$ cat config.mk
export PLATFORM = sky130hd
export DESIGN_NAME = startup_wake_sequencer
export DESIGN_NICKNAME = d
export VERILOG_FILES = /design/src/wake_seq_pkg.sv /design/src/sync_stage.sv /design/src/wake_qualifier.sv /design/src/startup_wake_sequencer.sv
export SDC_FILE = /design/constraint.sdc
export NUM_CORES = 1
export LEC_CHECK = 0
export ABC_AREA = 1
export BUFFER_PORTS_ARGS = -buffer_cell sky130_fd_sc_hd__buf_4
export CORE_ASPECT_RATIO = 2
export CORE_MARGIN = 5
export CORE_UTILIZATION = 45
export CTS_CLUSTER_SIZE = 10
export DETAILED_ROUTE_END_ITERATION = 8
export PLACE_DENSITY = 0.78
export SYNTH_ARGS = -nofsm -noshare
export SYNTH_HDL_FRONTEND = slang
export SYNTH_SLANG_ARGS = --single-unit
$ cat constraint.sdc
create_clock -name ref_clk -period 2.2 [get_ports ref_clk]
set_clock_uncertainty 0.2 [all_clocks]
set_input_delay 0.11 -clock ref_clk [delete_from_list [all_inputs] [get_ports ref_clk]]
set_output_delay 0.11 -clock ref_clk [all_outputs]
set_load 0.05 [all_outputs]
$ cat src/wake_seq_pkg.sv
// constants, register map and state codes for the start-up and wake sequencer
// assumes a single 20 MHz reference clock shared by every user of the package
package wake_seq_pkg;

  // ==========================================================
  // clock and timing
  localparam int unsigned CLK_HZ = 20_000_000;
  localparam int unsigned QUAL_TIME_MS = 40;
  localparam int unsigned SLOT_TIME_US = 1280;
  localparam int unsigned SLOT_TIMEOUT_MS = 10;
  localparam int unsigned RETRY_TIME_MS = 200;
  // least times divide exactly at 20 MHz, so the qualifier holds for at least the full time
  localparam int unsigned QUAL_CYCLES = (CLK_HZ / 1000 * QUAL_TIME_MS + 0);
  localparam int unsigned SLOT_CYCLES = (CLK_HZ / 1_000_000 * SLOT_TIME_US);
  localparam int unsigned SLOT_TIMEOUT_CYCLES = (CLK_HZ / 1000 * SLOT_TIMEOUT_MS);
  localparam int unsigned RETRY_CYCLES = (CLK_HZ / 1000 * RETRY_TIME_MS);
  localparam int unsigned QUAL_CNT_W = 20;
  localparam int unsigned TIMER_W = 23;

  // ==========================================================
  // sequencer shape
  localparam int unsigned NUM_SUPPLIES = 11;
  localparam int unsigned NUM_SLOTS = 14;
  localparam int unsigned SLOT_W = 4;
  localparam int unsigned MAX_RETRIES = 8;
  localparam int unsigned TRIES_W = 4;

  // ==========================================================
  // register map
  localparam logic [7:0] ADDR_WAKE_CAUSE_STATUS = 8'h1F;
  localparam logic [7:0] ADDR_WAKE_CAUSE_MASK = 8'h27;
  localparam int unsigned REG_W = 16;
  localparam int unsigned CAUSE_W = 7;
  localparam logic [6:0] MASK_RESET = 7'h00;
  localparam logic [6:0] STATUS_RESET = 7'h00;

  // wake cause bit positions
  localparam int unsigned BIT_WOKE_FROM_OFF = 6;
  localparam int unsigned BIT_WOKE_FROM_SLEEP = 5;
  localparam int unsigned BIT_WOKE_BY_CONV_FAULT = 4;
  localparam int unsigned BIT_WOKE_BY_WATCHDOG = 3;
  localparam int unsigned BIT_WOKE_BY_GPIO_POWERON = 2;
  localparam int unsigned BIT_WOKE_BY_KEY = 1;
  localparam int unsigned BIT_WOKE_BY_GPIO_WAKE = 0;

  // gpio_pin_config field positions
  localparam int unsigned GCFG_WAKE_EN = 0;
  localparam int unsigned GCFG_WAKE_POL = 1;
  localparam int unsigned GCFG_PWRON_EN = 2;
  localparam int unsigned GCFG_PWRON_POL = 3;

  // ==========================================================
  // power states
  typedef enum logic [2:0] {
    ST_OFF = 3'h0,
    ST_SLEEP = 3'h1,
    ST_SEQ = 3'h2,
    ST_ACTIVE = 3'h3,
    ST_RETRY = 3'h4
  } power_state_e;

endpackage : wake_seq_pkg

$ cat src/sync_stage.sv
// two-flop synchroniser for a group of unrelated levels
// assumes each bit is a slow level; no multi-bit coherence is given
`timescale 1ns/1ps
`default_nettype none
module sync_stage #(
  parameter int unsigned W = 1
) (
  // clock and reset
  input wire logic ref_clk,
  input wire logic rst_b,
  // levels
  input wire logic [W-1:0] async_in,
  output logic [W-1:0] sync_out
);

  typedef struct packed {
    logic [W-1:0] meta;
    logic [W-1:0] stable;
  } sync_s;

  sync_s q;
  sync_s d;

  always_comb begin
    d = q;
    d.meta = async_in;
    d.stable = q.meta;
  end

  always_ff @(posedge ref_clk) begin
    if (!rst_b) begin
      q <= '0;
    end else begin
      q <= d;
    end
  end

  assign sync_out = q.stable;

endmodule : sync_stage
`default_nettype wire

$ cat src/wake_qualifier.sv
// hold-time qualifier for one wake input
// assumes the sample input is already synchronised to ref_clk
`timescale 1ns/1ps
`default_nettype none
module wake_qualifier #(
  parameter int unsigned LIMIT = wake_seq_pkg::QUAL_CYCLES,
  parameter int unsigned CW = wake_seq_pkg::QUAL_CNT_W
) (
  // clock and reset
  input wire logic ref_clk,
  input wire logic rst_b,
  // input and its configuration
  input wire logic sample,
  input wire logic active_high,
  input wire logic enable,
  // result
  output logic qualified
);

  typedef struct packed {
    logic [CW-1:0] cnt;
    logic qual;
  } qual_s;

  qual_s q;
  qual_s d;
  logic at_level;

  always_comb begin
    d = q;
    at_level = enable && (sample == active_high);
    if (!at_level) begin
      d.cnt = '0;
      d.qual = 1'b0;
    end else if (q.cnt != CW'(LIMIT)) begin
      d.cnt = q.cnt + CW'(1);
    end else begin
      // counter saturated: held longer than the limit
      d.qual = 1'b1;
    end
  end

  always_ff @(posedge ref_clk) begin
    if (!rst_b) begin
      q <= '0;
    end else begin
      q <= d;
    end
  end

  assign qualified = q.qual;

endmodule : wake_qualifier
`default_nettype wire

$ cat src/startup_wake_sequencer.sv
// start-up qualification, wake-cause flags and timeslot power-up sequencer
// assumes pins and analog detectors are asynchronous; config and fault inputs
// come from logic on ref_clk; registers are reached over a simple strobe port
//
// Operation
// - off or sleep goes active on event
// - key counts after 40ms at polarity
// - gpio wake counts after 40ms held
// - gpio power-on counts after 40ms held
// - rtc alarm wakes only when enabled
// - adaptor above 4.0V is an event
// - usb above line is an event
// - events ignored below start-up threshold
// - usb start: suspend battery, else usb+trickle
// - battery attach alone never starts
// - bit 6 rises on start from off
// - bit 5 rises on start from sleep
// - bit 4 marks converter fault reset
// - bit 3 marks watchdog reset
// - bit 2 marks gpio power-on qualified
// - bit 1 marks key qualified
// - bit 0 marks gpio wake qualified
// - rising-edge set, cleared by status read
// - mask bits 6:0, one masks, reset zero
// - summary irq when any unmasked status set
// - walk fourteen slots enabling supplies
// - advance after 1.28ms and 90% reached
// - fault retries 8 times, 200ms apart
// - system-on flag set after the last slot
`timescale 1ns/1ps
`default_nettype none
module startup_wake_sequencer #(
  parameter int unsigned N = wake_seq_pkg::NUM_SUPPLIES,
  parameter int unsigned QUAL_LIMIT = wake_seq_pkg::QUAL_CYCLES,
  parameter int unsigned SLOT_LIMIT = wake_seq_pkg::SLOT_CYCLES,
  parameter int unsigned SLOT_TIMEOUT = wake_seq_pkg::SLOT_TIMEOUT_CYCLES,
  parameter int unsigned RETRY_LIMIT = wake_seq_pkg::RETRY_CYCLES
) (
  // clock and reset
  input wire logic ref_clk,
  input wire logic rst_b,
  // asynchronous wake pins and detectors
  input wire logic key_pin,
  input wire logic gpio_wake_pin,
  input wire logic gpio_poweron_input,
  input wire logic rtc_alarm,
  input wire logic adaptor_feedback,
  input wire logic usb_above_line,
  input wire logic line_above_startup,
  input wire logic [N-1:0] supply_good,
  // configuration from the register block
  input wire logic key_input_polarity,
  input wire logic [3:0] gpio_pin_config,
  input wire logic rtc_alarm_wake_en,
  input wire logic usb_suspend,
  input wire logic fault_restart_enable,
  input wire logic hibernate_req,
  input wire logic [N*wake_seq_pkg::SLOT_W-1:0] supply_slot,
  // reset causes from fault logic
  input wire logic conv_fault_reset,
  input wire logic wdog_reset,
  // register port
  input wire logic [7:0] reg_addr,
  input wire logic reg_wr,
  input wire logic reg_rd,
  input wire logic [wake_seq_pkg::REG_W-1:0] reg_wdata,
  output logic [wake_seq_pkg::REG_W-1:0] reg_rdata,
  // power control outputs
  output logic [N-1:0] supply_en,
  output logic system_on,
  output logic run_from_usb,
  output logic trickle_100ma_en,
  output logic wake_summary_irq,
  output logic [2:0] power_state,
  output logic [wake_seq_pkg::SLOT_W-1:0] current_slot
);

  // ==========================================================
  // state record
  localparam int unsigned SYNC_W = 7 + N;
  localparam int unsigned TW = wake_seq_pkg::TIMER_W;
  localparam int unsigned SW = wake_seq_pkg::SLOT_W;
  localparam int unsigned CW = wake_seq_pkg::CAUSE_W;

  typedef struct packed {
    wake_seq_pkg::power_state_e state;
    logic [SW-1:0] slot;
    logic [TW-1:0] timer;
    logic [wake_seq_pkg::TRIES_W-1:0] tries;
    logic origin_off;
    logic chip_on;
    logic usb_start;
    logic usb_run;
    logic trickle;
    logic adp_prev;
    logic usb_prev;
    logic [CW-1:0] cause_prev;
    logic [CW-1:0] status;
    logic [CW-1:0] mask;
    logic [wake_seq_pkg::REG_W-1:0] rdata;
    logic [N-1:0] en;
    logic irq;
  } seq_s;

  seq_s q;
  seq_s d;

  // ==========================================================
  // synchronisers and qualifiers
  logic [SYNC_W-1:0] sync_raw;
  logic [SYNC_W-1:0] sync_lvl;
  logic key_s;
  logic gwake_s;
  logic gpwr_s;
  logic rtc_s;
  logic adp_s;
  logic usb_s;
  logic line_s;
  logic [N-1:0] good_s;
  logic key_qual;
  logic gwake_qual;
  logic gpwr_qual;

  assign sync_raw = {supply_good, line_above_startup, usb_above_line, adaptor_feedback,
                     rtc_alarm, gpio_poweron_input, gpio_wake_pin, key_pin};
  assign key_s = sync_lvl[0];
  assign gwake_s = sync_lvl[1];
  assign gpwr_s = sync_lvl[2];
  assign rtc_s = sync_lvl[3];
  assign adp_s = sync_lvl[4];
  assign usb_s = sync_lvl[5];
  assign line_s = sync_lvl[6];
  assign good_s = sync_lvl[SYNC_W-1:7];

  sync_stage #(
    .W(SYNC_W)
  ) u_sync (
    .ref_clk(ref_clk),
    .rst_b(rst_b),
    .async_in(sync_raw),
    .sync_out(sync_lvl)
  );

  wake_qualifier #(
    .LIMIT(QUAL_LIMIT),
    .CW(wake_seq_pkg::QUAL_CNT_W)
  ) u_key_qual (
    .ref_clk(ref_clk),
    .rst_b(rst_b),
    .sample(key_s),
    .active_high(!key_input_polarity),
    .enable(1'b1),
    .qualified(key_qual)
  );

  wake_qualifier #(
    .LIMIT(QUAL_LIMIT),
    .CW(wake_seq_pkg::QUAL_CNT_W)
  ) u_gwake_qual (
    .ref_clk(ref_clk),
    .rst_b(rst_b),
    .sample(gwake_s),
    .active_high(gpio_pin_config[wake_seq_pkg::GCFG_WAKE_POL]),
    .enable(gpio_pin_config[wake_seq_pkg::GCFG_WAKE_EN]),
    .qualified(gwake_qual)
  );

  wake_qualifier #(
    .LIMIT(QUAL_LIMIT),
    .CW(wake_seq_pkg::QUAL_CNT_W)
  ) u_gpwr_qual (
    .ref_clk(ref_clk),
    .rst_b(rst_b),
    .sample(gpwr_s),
    .active_high(gpio_pin_config[wake_seq_pkg::GCFG_PWRON_POL]),
    .enable(gpio_pin_config[wake_seq_pkg::GCFG_PWRON_EN]),
    .qualified(gpwr_qual)
  );

  // ==========================================================
  // next-state logic
  logic adp_event;
  logic usb_event;
  logic wake_event;
  logic slot_ok;
  logic [CW-1:0] cause;
  logic [CW-1:0] cause_set;
  logic status_rd;
  logic [SW-1:0] s_i;

  always_comb begin
    d = q;
    s_i = '0;
    adp_event = adp_s && !q.adp_prev;
    usb_event = usb_s && !q.usb_prev;
    d.adp_prev = adp_s;
    d.usb_prev = usb_s;
    // threshold gate; alarm enable; no battery term here
    wake_event = line_s && (key_qual || gwake_qual || gpwr_qual ||
                            (rtc_s && rtc_alarm_wake_en) || adp_event || usb_event);

    // every supply of this slot at 90%
    slot_ok = 1'b1;
    for (int i = 0; i < N; i++) begin
      s_i = supply_slot[i*SW +: SW];
      if (s_i == q.slot && !good_s[i]) begin
        slot_ok = 1'b0;
      end
    end

    unique case (q.state)
      wake_seq_pkg::ST_OFF: begin
        d.en = '0;
        d.chip_on = 1'b0;
        d.usb_run = 1'b0;
        d.trickle = 1'b0;
        if (wake_event) begin
          d.state = wake_seq_pkg::ST_SEQ;
          d.slot = SW'(1);
          d.timer = '0;
          d.tries = '0;
          d.origin_off = 1'b1;
          d.usb_start = usb_event;
        end
      end
      wake_seq_pkg::ST_SLEEP: begin
        if (wake_event) begin
          d.state = wake_seq_pkg::ST_SEQ;
          d.slot = SW'(1);
          d.timer = '0;
          d.tries = '0;
          d.origin_off = 1'b0;
          d.usb_start = usb_event;
        end
      end
      wake_seq_pkg::ST_SEQ: begin
        d.timer = q.timer + TW'(1);
        d.usb_run = q.usb_start && !usb_suspend;
        d.trickle = q.usb_start && !usb_suspend;
        // enable supplies up to this slot; spread is the configurer's job
        for (int i = 0; i < N; i++) begin
          s_i = supply_slot[i*SW +: SW];
          d.en[i] = (s_i != '0) && (s_i <= q.slot);
        end
        if (q.timer >= TW'(SLOT_LIMIT - 1) && slot_ok) begin
          d.timer = '0;
          // active only after the last slot
          if (q.slot == SW'(wake_seq_pkg::NUM_SLOTS)) begin
            d.state = wake_seq_pkg::ST_ACTIVE;
            d.chip_on = 1'b1;
          end else begin
            d.slot = q.slot + SW'(1);
          end
        end else if (q.timer >= TW'(SLOT_TIMEOUT - 1)) begin
          d.timer = '0;
          d.en = '0;
          d.chip_on = 1'b0;
          if (fault_restart_enable &&
              q.tries < wake_seq_pkg::TRIES_W'(wake_seq_pkg::MAX_RETRIES)) begin
            d.state = wake_seq_pkg::ST_RETRY;
            d.tries = q.tries + wake_seq_pkg::TRIES_W'(1);
          end else begin
            d.state = wake_seq_pkg::ST_OFF;
            d.tries = '0;
          end
        end
      end
      wake_seq_pkg::ST_RETRY: begin
        d.en = '0;
        d.timer = q.timer + TW'(1);
        if (q.timer >= TW'(RETRY_LIMIT - 1)) begin
          d.state = wake_seq_pkg::ST_SEQ;
          d.slot = SW'(1);
          d.timer = '0;
        end
      end
      wake_seq_pkg::ST_ACTIVE: begin
        d.tries = '0;
        if (hibernate_req) begin
          d.state = wake_seq_pkg::ST_SLEEP;
        end
      end
      default: begin
        // unused codes fall back to off
        d.state = wake_seq_pkg::ST_OFF;
      end
    endcase

    // ==========================================================
    // wake-cause flags
    cause = '0;
    cause[wake_seq_pkg::BIT_WOKE_FROM_OFF] = (q.state == wake_seq_pkg::ST_ACTIVE) && q.origin_off;
    cause[wake_seq_pkg::BIT_WOKE_FROM_SLEEP] = (q.state == wake_seq_pkg::ST_ACTIVE) && !q.origin_off;
    cause[wake_seq_pkg::BIT_WOKE_BY_CONV_FAULT] = conv_fault_reset;
    cause[wake_seq_pkg::BIT_WOKE_BY_WATCHDOG] = wdog_reset;
    cause[wake_seq_pkg::BIT_WOKE_BY_GPIO_POWERON] = gpwr_qual;
    cause[wake_seq_pkg::BIT_WOKE_BY_KEY] = key_qual;
    cause[wake_seq_pkg::BIT_WOKE_BY_GPIO_WAKE] = gwake_qual;
    d.cause_prev = cause;

    // rising edge sets, read clears, set wins
    cause_set = cause & ~q.cause_prev;
    status_rd = reg_rd && (reg_addr == wake_seq_pkg::ADDR_WAKE_CAUSE_STATUS);
    d.status = (status_rd ? '0 : q.status) | cause_set;

    // ==========================================================
    // register port
    // mask storage, upper bits read zero
    if (reg_wr && reg_addr == wake_seq_pkg::ADDR_WAKE_CAUSE_MASK) begin
      d.mask = reg_wdata[CW-1:0];
    end
    d.rdata = '0;
    if (status_rd) begin
      d.rdata = {{(wake_seq_pkg::REG_W - CW){1'b0}}, q.status};
    end else if (reg_rd && reg_addr == wake_seq_pkg::ADDR_WAKE_CAUSE_MASK) begin
      d.rdata = {{(wake_seq_pkg::REG_W - CW){1'b0}}, q.mask};
    end else if (reg_rd) begin
      d.rdata = '0;
    end else begin
      // holds the last answer between reads
      d.rdata = q.rdata;
    end

    d.irq = |(d.status & ~d.mask);
  end

  // ==========================================================
  // state register
  always_ff @(posedge ref_clk) begin
    if (!rst_b) begin
      q <= '0;
      q.state <= wake_seq_pkg::ST_OFF;
      q.mask <= wake_seq_pkg::MASK_RESET;
      q.status <= wake_seq_pkg::STATUS_RESET;
    end else begin
      q <= d;
    end
  end

  // ==========================================================
  // outputs
  assign reg_rdata = q.rdata;
  assign supply_en = q.en;
  assign system_on = q.chip_on;
  assign run_from_usb = q.usb_run;
  assign trickle_100ma_en = q.trickle;
  assign wake_summary_irq = q.irq;
  assign power_state = q.state;
  assign current_slot = q.slot;

endmodule : startup_wake_sequencer
`default_nettype wire

[Yosys cells after proc, flatten, opt, wreduce, memory -nomap -nowiden]
Cells that the tools add are included.
Cells by class
  $add $sub $neg: 6
  bitwise operators: 5
  equality and inequality tests: 34
  multiplexer cells: 42
  reductions and logical operators: 88
  $lt $le $gt $ge: 15
Operator list (number)
  $pmux 27 s4: 1
  $mux 35: 2
  $add 20x1->20 const B: 3
  $ne 20x20->1 const B: 3
  $reduce_bool 4->1: 13
  $eq 4x4->1: 11
  $le 4x4->1: 11
  $logic_and 1x1->1: 36
  $mux 7: 5
  $mux 30: 1
  $mux 27: 1
  $add 23x1->23 const B: 1
  $ge 23x15->1 const B: 1
  $ge 23x18->1 const B: 1
  $ge 23x22->1 const B: 1
  $mux 23: 1
  $mux 11: 2
  $pmux 11 s2: 1
  $logic_not 1->1: 16
  $mux 4: 4
  $ne 2x2->1 const B: 8
  $pmux 4 s4: 1
  $mux 3: 5
  $pmux 3 s5: 1
  other kinds (26): 60
Storage, ports and cells
  output and inout port bits: 38
  bits of input ports: 101
  logic and storage cells: 215
  flip-flop bits (word level): 180

[Longest topological paths before layout]
Gate-level depths: netlist (run 1).
  depth after elaboration: 16
  gate-level depth with buffers: 16
  gate-level depth less buffers: 16

[Modules after synthesis]
A second synthesis (run 1) with hierarchy kept.
Unflattened totals
  cell total of the unflattened synthesis: 1613
  area total of the unflattened synthesis: 10612.7 µm²
Modules (own cells, without submodules)
  startup_wake_sequencer: cells each 945, times used 1, area an instance 5982.0 µm², seq. area each 1601.5 µm²
  wake_qualifier (u_gpwr_qual ...): cells each 186, times used 2, area an instance 1181.1 µm², seq. area each 420.4 µm²
  wake_qualifier (u_key_qual): cells each 184, times used 1, area an instance 1236.2 µm², seq. area each 420.4 µm²
  sync_stage: cells each 112, times used 1, area an instance 1032.2 µm², seq. area each 720.7 µm²

[Least setup slack after synthesis (run 1)]
OpenSTA, ideal clock, no wires.
  path kind: register to register
  start: register q, in the netlist current_slot[2]
  end: register q[78] in the netlist's numbering
  library setup time: 0.115 ns
  stages on the path, launching flop included: 15
  buffers on the path: 1
  required time: 1.885 ns
  clock period less this slack: 2.280 ns
  data arrival time: 1.965 ns
  setup slack: -0.080 ns
  path through: dfxtp_1 > inv_1 > ha_1 > nand2_1 > nor2_1 > nand2_1 > nand2_1 > nor2_1 > nand3_1 > nor2_4 > nor2_2 > nor2_2 > buf_6 > nor2_1 > o21a_1
Between the ends
  longest elaborated chain between the ends: 16
  elaborated cells on any way between the ends: 36
  those cells by class: 11 x eq/ne; 13 x mux; 12 x reduce/logical
RTL lines
  start: declaration: line startup_wake_sequencer.sv:105  | seq_s q;
  $eq 4x4->1: line startup_wake_sequencer.sv:206  | if (s_i == q.slot && !good_s[i]) begin
  $logic_and 1x1->1: line startup_wake_sequencer.sv:206
  $mux 1 (10 in series): line startup_wake_sequencer.sv:206
  $mux 1 (*): line startup_wake_sequencer.sv:206
  $logic_and 1x1->1 (*): line startup_wake_sequencer.sv:245  | if (q.timer >= TW'(SLOT_LIMIT - 1) && slot_ok) begin
  $mux 23 (*): line startup_wake_sequencer.sv:245
  $pmux 27 s4 (*): line startup_wake_sequencer.sv:211  | unique case (q.state)
Every way passes the cells marked *; elsewhere a longest branch is shown, timed or not.
A chain may end at the register's enable or synchronous reset.

[Final worst setup path (run 1)]
  start: register q, in the netlist current_slot[3]
  end: register q, in the netlist supply_en[7]
Between the ends
  longest elaborated chain between the ends: 16
  elaborated cells on any way between the ends: 39
  those cells by class: 1 x order compare; 11 x eq/ne; 14 x mux; 13 x reduce/logical
RTL lines (line)
  $eq 4x4->1: startup_wake_sequencer.sv:206
  $logic_and 1x1->1: startup_wake_sequencer.sv:206
  $mux 1 (11 in series): startup_wake_sequencer.sv:206
  $logic_and 1x1->1: startup_wake_sequencer.sv:245
  $mux 11 (*): startup_wake_sequencer.sv:245
  $pmux 11 s2 (*): startup_wake_sequencer.sv:211
Marked as above.

==> impl_metrics.toml, run 1 <==
[status]
status = "finished with violations"
violations = "setup timing"

[sta]
relSlewSlack_pct = 43.24
fin_crit_ps = 2569
finalSetupViolCount = 45
whs_ps = 21.50
drv_slew = 0
rsz0062_at_grt = "yes"
setup_tns_ps = -9674
finalWorstSetupSlack_ps = -369.0
worst_pin_slew_ps = 851.5
fmax_mhz = 389.3
hold_violations = 0
post-route-period-util_pct = 116.8

[floorplanning]
boundaryPins = 139
die_area_um2 = 25090
core-area_um2 = 21590
die_y_um = 219.1
start_util_pct = 45.57
placement_rows = 76
die_w_um = 114.5

[cts]
numCtsBuffers = 17
clk_pin_slew_ps = 70
cts-htree-levels = 4
tritoncts = "built"
cts.sinks = 179
clk_latency_ps = 450
clockBufferDepth = 2
cts-root-buf = "clkbuf_16"

[finish]
num-fill-cells = 1828
final_common_cell = "nand2_1"
fin_cells = 1919
drive_gt1_share_pct = 20.00
fin_nets = 1788
final_cell_mix = "nand2_1 (306), inv_1 (247), dfxtp_1 (175)"
utilization_pct = 59.90
syn2layout_area_growth_pct = 31.46

[critical_path]
critical_path_class = "flip-flop to flip-flop"
arrival_ps = 2680
critical_path_buf_inv_count = 6
cp.required_ps = 2310
crit_path_cell_trace = "inv_8 -> ha_4 -> nand2_4 -> buf_6 -> buf_4 -> buf_4 -> buf_4 -> buf_4 -> o21bai_2 -> a21oi_2 -> a21oi_2 -> nand3_1 -> a21oi_1"
critPathTopFamily = "compound AO/OA/AOI/OAI gates"
cpMaxStageDelayCell = "dfxtp_4"
worst-path-max-fanout = 6
cp-end-kind = "flip-flop"
crit_path_start_kind = "flip-flop"
slowest_delay_ps = 420
cp_common_cell = "buf_4"

[synthesis]
synth.avg_cell_area_um2 = 6.816
ys_ff_latch = 179
ys_types = 44
yosys_warnings = 0
synth_area_um2 = 9836
syn_inst = 1443
ys_seq_area_share_pct = 36.43

[power]
ir_drop_uv = 453.5
p_leak_uw = 0.005772
power.density_nw_per_um2 = 609.7

[route]
ant_nets = 0
drt_iter0_markers = 606
firstDrtPassIters = 6
routed_wl_mm = 30.06
wl_per_cell_um = 15.66
post-route-drc-count = 0
via_per_inst = 5.226
vias = 10029

[global_route]
grt_pass1_vias = 10252
grt_max_degree = 57
grt_pass1_wl_mm = 46.99
globalRoute.totalOverflow = 0
grt_use_total_pct = 23.70
antenna_found_initial = 0

[run]
maxCapViolCount = 0

[hold_path]
holdCritPathClass = "input port to flip-flop"

[place]
hpwl_mm = 19.96
gp_congestion = 0.9549
io_buffers = 120
dp.cells = 1820
[Yosys cell counts, drive strengths merged]
cell type    n  area, um2
buf         48      347.8
o22ai        2      12.51
nand4       28      175.2
a21oi      110      550.5
nor3b        3      22.52
o21ai       56      280.3
or2          7      43.80
o21bai      10      75.07
nand3       70      365.4
a41oi        1      8.760
inv        257      964.7
and2b        1      7.510
xor2        22      192.7
nor3        48      250.2
clkinv       2      7.510
o31ai        1      7.510
nand3b       4      30.03
o21a         7      52.55
o211ai       1      7.510
dfxtp      179       3583
o221ai       7      61.31
a22o         1      8.760
ha          54      675.7
a31oi        2      12.51
clkbuf      15      56.30
nor2       158      635.6
xnor2        4      35.03
conb         1      3.750
o2111ai      1      8.760
and3         2      12.51
nor4        14      87.58
a211oi       2      15.01
nand2      325       1237
[report_power, final]
group | total (uW) | switching, uW | internal [uW]
clock network | 3060 | 1340 | 1720
logic | 1470 | 850 | 623
registers | 3350 | 43.2 | 3310
total | 7880 | 2230 | 5650
[path summary, 6_finish.rpt]
check / slack, ps / to / depth (start not counted) / startpoint
max: -370 / supply_en[7] / 13 / current_slot[3]
min: 20 / q[31] / 7 / reg_wr
max reg2reg: -370 / supply_en[7] / 13 / current_slot[3]
min reg2reg: 210 / u_sync.sync_out[9] / 2 / u_sync.d[9]
[cell type report]
type	instances	area, um2	area share, %
Antenna cell	1	2.502	0.01935
Clock buffer	19	442.9	3.426
Clock inverter	12	151.4	1.171
Inverter	259	994.7	7.693
Multi-Input combinational cell	950	5440	42.07
Sequential cell	179	3598	27.83
Tap cell	273	341.6	2.642
Timing Repair Buffer	225	1947	15.06
Timing Repair inverter	1	11.26	0.08709
[cell families after synthesis]
logic type / Yosys count / synth area share (%)
AND/OR/NAND/NOR: 660 / 29.16
buffers and inverters: 322 / 13.99
flip-flops: 179 / 36.43
XOR/XNOR: 26 / 2.315
adder cells (fa/ha/maj): 54 / 6.869
AO/OA/AOI/OAI: 201 / 11.19
other: 1 / 0.03813
[worst register-to-register path, delay by kind of cell (launching register included)]
kind,cells,cell delay (ps)
AOI/OAI and AO/OA,4,700
adders and majority gates,1,300
buffers and inverters,6,680
DFF,1,420
and+or+nand+nor,2,140
[routing by layer]
| metal | global-route usage, % | part of all wire [%] | vias up |
|---|---|---|---|
| li1 | - | - | 4928 |
| met5 | 0 | 0 | - |
| met3 | 5.740 | 6.0 | 137 |
| met2 | 45.14 | 54 | 361 |
| met1 | 20.50 | 33 | 4603 |
| met4 | 17.68 | 7.6 | 0 |
[sequential cells by signal, summed over array words and instances (netlist names)]
signal,count
reg_rdata,7
power_state,3
q,52
u_key_qual.qualified,1
u_gwake_qual.qualified,1
system_on,1
run_from_usb,1
current_slot,4
u_sync.sync_out,18
u_key_qual.q,20
u_gwake_qual.q,20
supply_en,11
u_gpwr_qual.q,20
u_gpwr_qual.qualified,1
u_sync.d,18
wake_summary_irq,1
[what timing repair did]
item | in CTS | in global routing
pin swaps | 33 | 15
endpoints found under the hold margin | 77 | 0
setup endpoints to repair | 45 | 54
hold buffers | 50 | 0
gates cloned | 4 | 0
gates resized for setup | 104 | 35
setup buffers | 13 | 1
[metrics by stage]
stage                     setup slack (ps)  total power [uW]  area (um2)
after floorplan                      25.23              4079        9869
after global placement              -251.5              4433       11040
after detailed placement            -304.8              4474       11040
after CTS                           -134.6              7835       12780
after global routing                -406.7              8170       12930
final                               -369.0              7884       12930
Note: power is estimated with default switching activity, not from simulation.
==> inputs of run 2 (changes only) <==
- CELL_PAD_IN_SITES_DETAIL_PLACEMENT: not set -> 1
- CELL_PAD_IN_SITES_GLOBAL_PLACEMENT: not set -> 1
- CORE_UTILIZATION: 45 -> 37
- PLACE_DENSITY: 0.78 -> 0.86
==> impl_metrics.toml, run 2 (synthesis results as in run 1) <==
[route]
wl_per_cell_um = 21.86
vias = 11137
drt_iter0_markers = 604
routed_wl_mm = 44.56
firstDrtPassIters = 5
post-route-drc-count = 0
ant_nets = 0
via_per_inst = 5.465

[cts]
clk_pin_slew_ps = 80
cts-htree-levels = 4
cts-root-buf = "clkbuf_16"
tritoncts = "built"
cts.sinks = 179
clockBufferDepth = 2
clk_latency_ps = 470
numCtsBuffers = 17

[sta]
worst_pin_slew_ps = 942.3
hold_violations = 0
fin_crit_ps = 2891
fmax_mhz = 345.9
drv_slew = 0
post-route-period-util_pct = 131.4
relSlewSlack_pct = 37.18
finalWorstSetupSlack_ps = -691.4
rsz0062_at_grt = "yes"
finalSetupViolCount = 46

[run]
maxCapViolCount = 0

[global_route]
grt_use_total_pct = 25.92
grt_pass1_vias = 12046
antenna_found_initial = 0
globalRoute.totalOverflow = 0
grt_max_degree = 49
grt_pass1_wl_mm = 61.69

[finish]
fin_nets = 1836
syn2layout_area_growth_pct = 39.98
fin_area_um2 = 13770
num-fill-cells = 3237
regMostFlops = "q"
antenna_cells = 0
final_common_cell = "nand2_1"
drive_gt1_share_pct = 25.86
largest_reg_flops = 52
final_cell_mix = "nand2_1 (282), inv_1 (246), buf_4 (201)"

[floorplanning]
die_y_um = 240.6
placement_rows = 84
die_area_um2 = 30140
die_w_um = 125.3
start_util_pct = 37.43
boundaryPins = 139
core-area_um2 = 26280

[place]
gp_congestion = 0.8866
detailedPlace.worstSlack_ps = -413.4
io_buffers = 120
hpwl_mm = 23.74
place_area_um2 = 11350

[power]
p_leak_uw = 0.006019
ir_drop_uv = 402.5
power.density_nw_per_um2 = 606.6

[critical_path]
startpoint = "current_slot[3]"
cp-end-kind = "flip-flop"
arrival_ps = 3080
crit_path_start_kind = "flip-flop"
crit_end = "power_state[0]"
setup.reg_to_reg.worst_slack_ps = -690
critical_path_class = "flip-flop to flip-flop"
reg2reg_depth = 16
r2r_start = "current_slot[3]"
cp.required_ps = 2390
worst-path-max-fanout = 5
reg2reg_to = "power_state[0]"

[status]
violations = "setup timing"
status = "finished with violations"

[hold_path]
holdCritPathClass = "input port to flip-flop"
hold_path_depth = 7
-- run 2: cell count changes in the layout (fill, tap and decap cells not counted), moves of 7 or more --
cell	delta
ha_1	-9
a21oi_2	+13
nand2_1	-24
nor2_1	-10
nand3_2	+7
a21oi_1	-14
nand3_1	-12
nand2_2	+17
ha_4	+9
o21ai_1	+7
buf_4	+39
-- run 2: per-layer routing --
layer | part of all wire [%] | global-route usage [%] | up-vias
li1 | - | - | 5016
met1 | 31 | 21.70 | 5377
met2 | 53 | 51.92 | 494
met3 | 5.0 | 3.544 | 250
met4 | 10 | 22.24 | 0
met5 | 0 | 0 | -
-- run 2: timing repair --
| item | CTS | global route |
|---|---|---|
| hold buffers | 54 | 0 |
| endpoints found under the hold margin | 81 | 0 |
| setup endpoints to repair | 45 | 58 |
| cloned | 6 | 0 |
| buffers inserted | 25 | 4 |
| gates resized for setup | 138 | 92 |
| pin swaps | 24 | 31 |
-- run 2: worst max-delay path, stage by stage, from the launching register on --
cell and delay, ps:
dfxtp_4 440, inv_6 100, ha_4 290, nand2_2 90, nor2_4 230, nand2_1 140
nand2_2 110, nor2_4 40, buf_4 140, buf_4 130, inv_1 70, nor2_2 50
nand4_1 260, nand2_1 140, inv_1 120, nand3_1 100, a21oi_1 150
-- run 2: worst min path at each step --
stage	start	to	slack (ps)
floorplan	wdog_reset	q[45]	3
global placement	rtc_alarm	u_sync.d[3]	90
detailed placement	adaptor_feedback	u_sync.d[4]	100
CTS	supply_slot[35]	supply_en[8]	0.2
global route	reg_wr	q[30]	70
finish	reg_wr	q[30]	30
-- run 2: per-stage QoR --
step	std cells	utilization, %	power, uW	setup TNS [ps]	hold WS [ps]
finish	2038	52.40	8352	-19850	29.79
global route	2038	52.40	8611	-21790	72.62
CTS	2037	50.87	7984	-7145	0.2098
detailed placement	1922	43.19	4556	-14700	96.85
global placement	1922	43.19	4497	-10060	90.47
floorplan	1451	-	4079	0	3.453
-- run 2: area by class of cell --
class	count	area, um2	area share, %
repair inverters	3	21.27	0.1545
inverters	259	997.2	7.243
repair buffers	271	2272	16.50
flip-flops and latches	179	3598	26.14
clock buffers	18	439.2	3.190
multi-input cells	950	5864	42.59
clock inverters	14	145.1	1.054
well taps	344	430.4	3.126
-- run 2: report_power, final --
part | internal, uW | total (uW) | switching (uW)
clock network | 1630 | 3110 | 1480
registers | 3310 | 3370 | 59.7
logic | 763 | 1880 | 1110
total | 5690 | 8350 | 2660
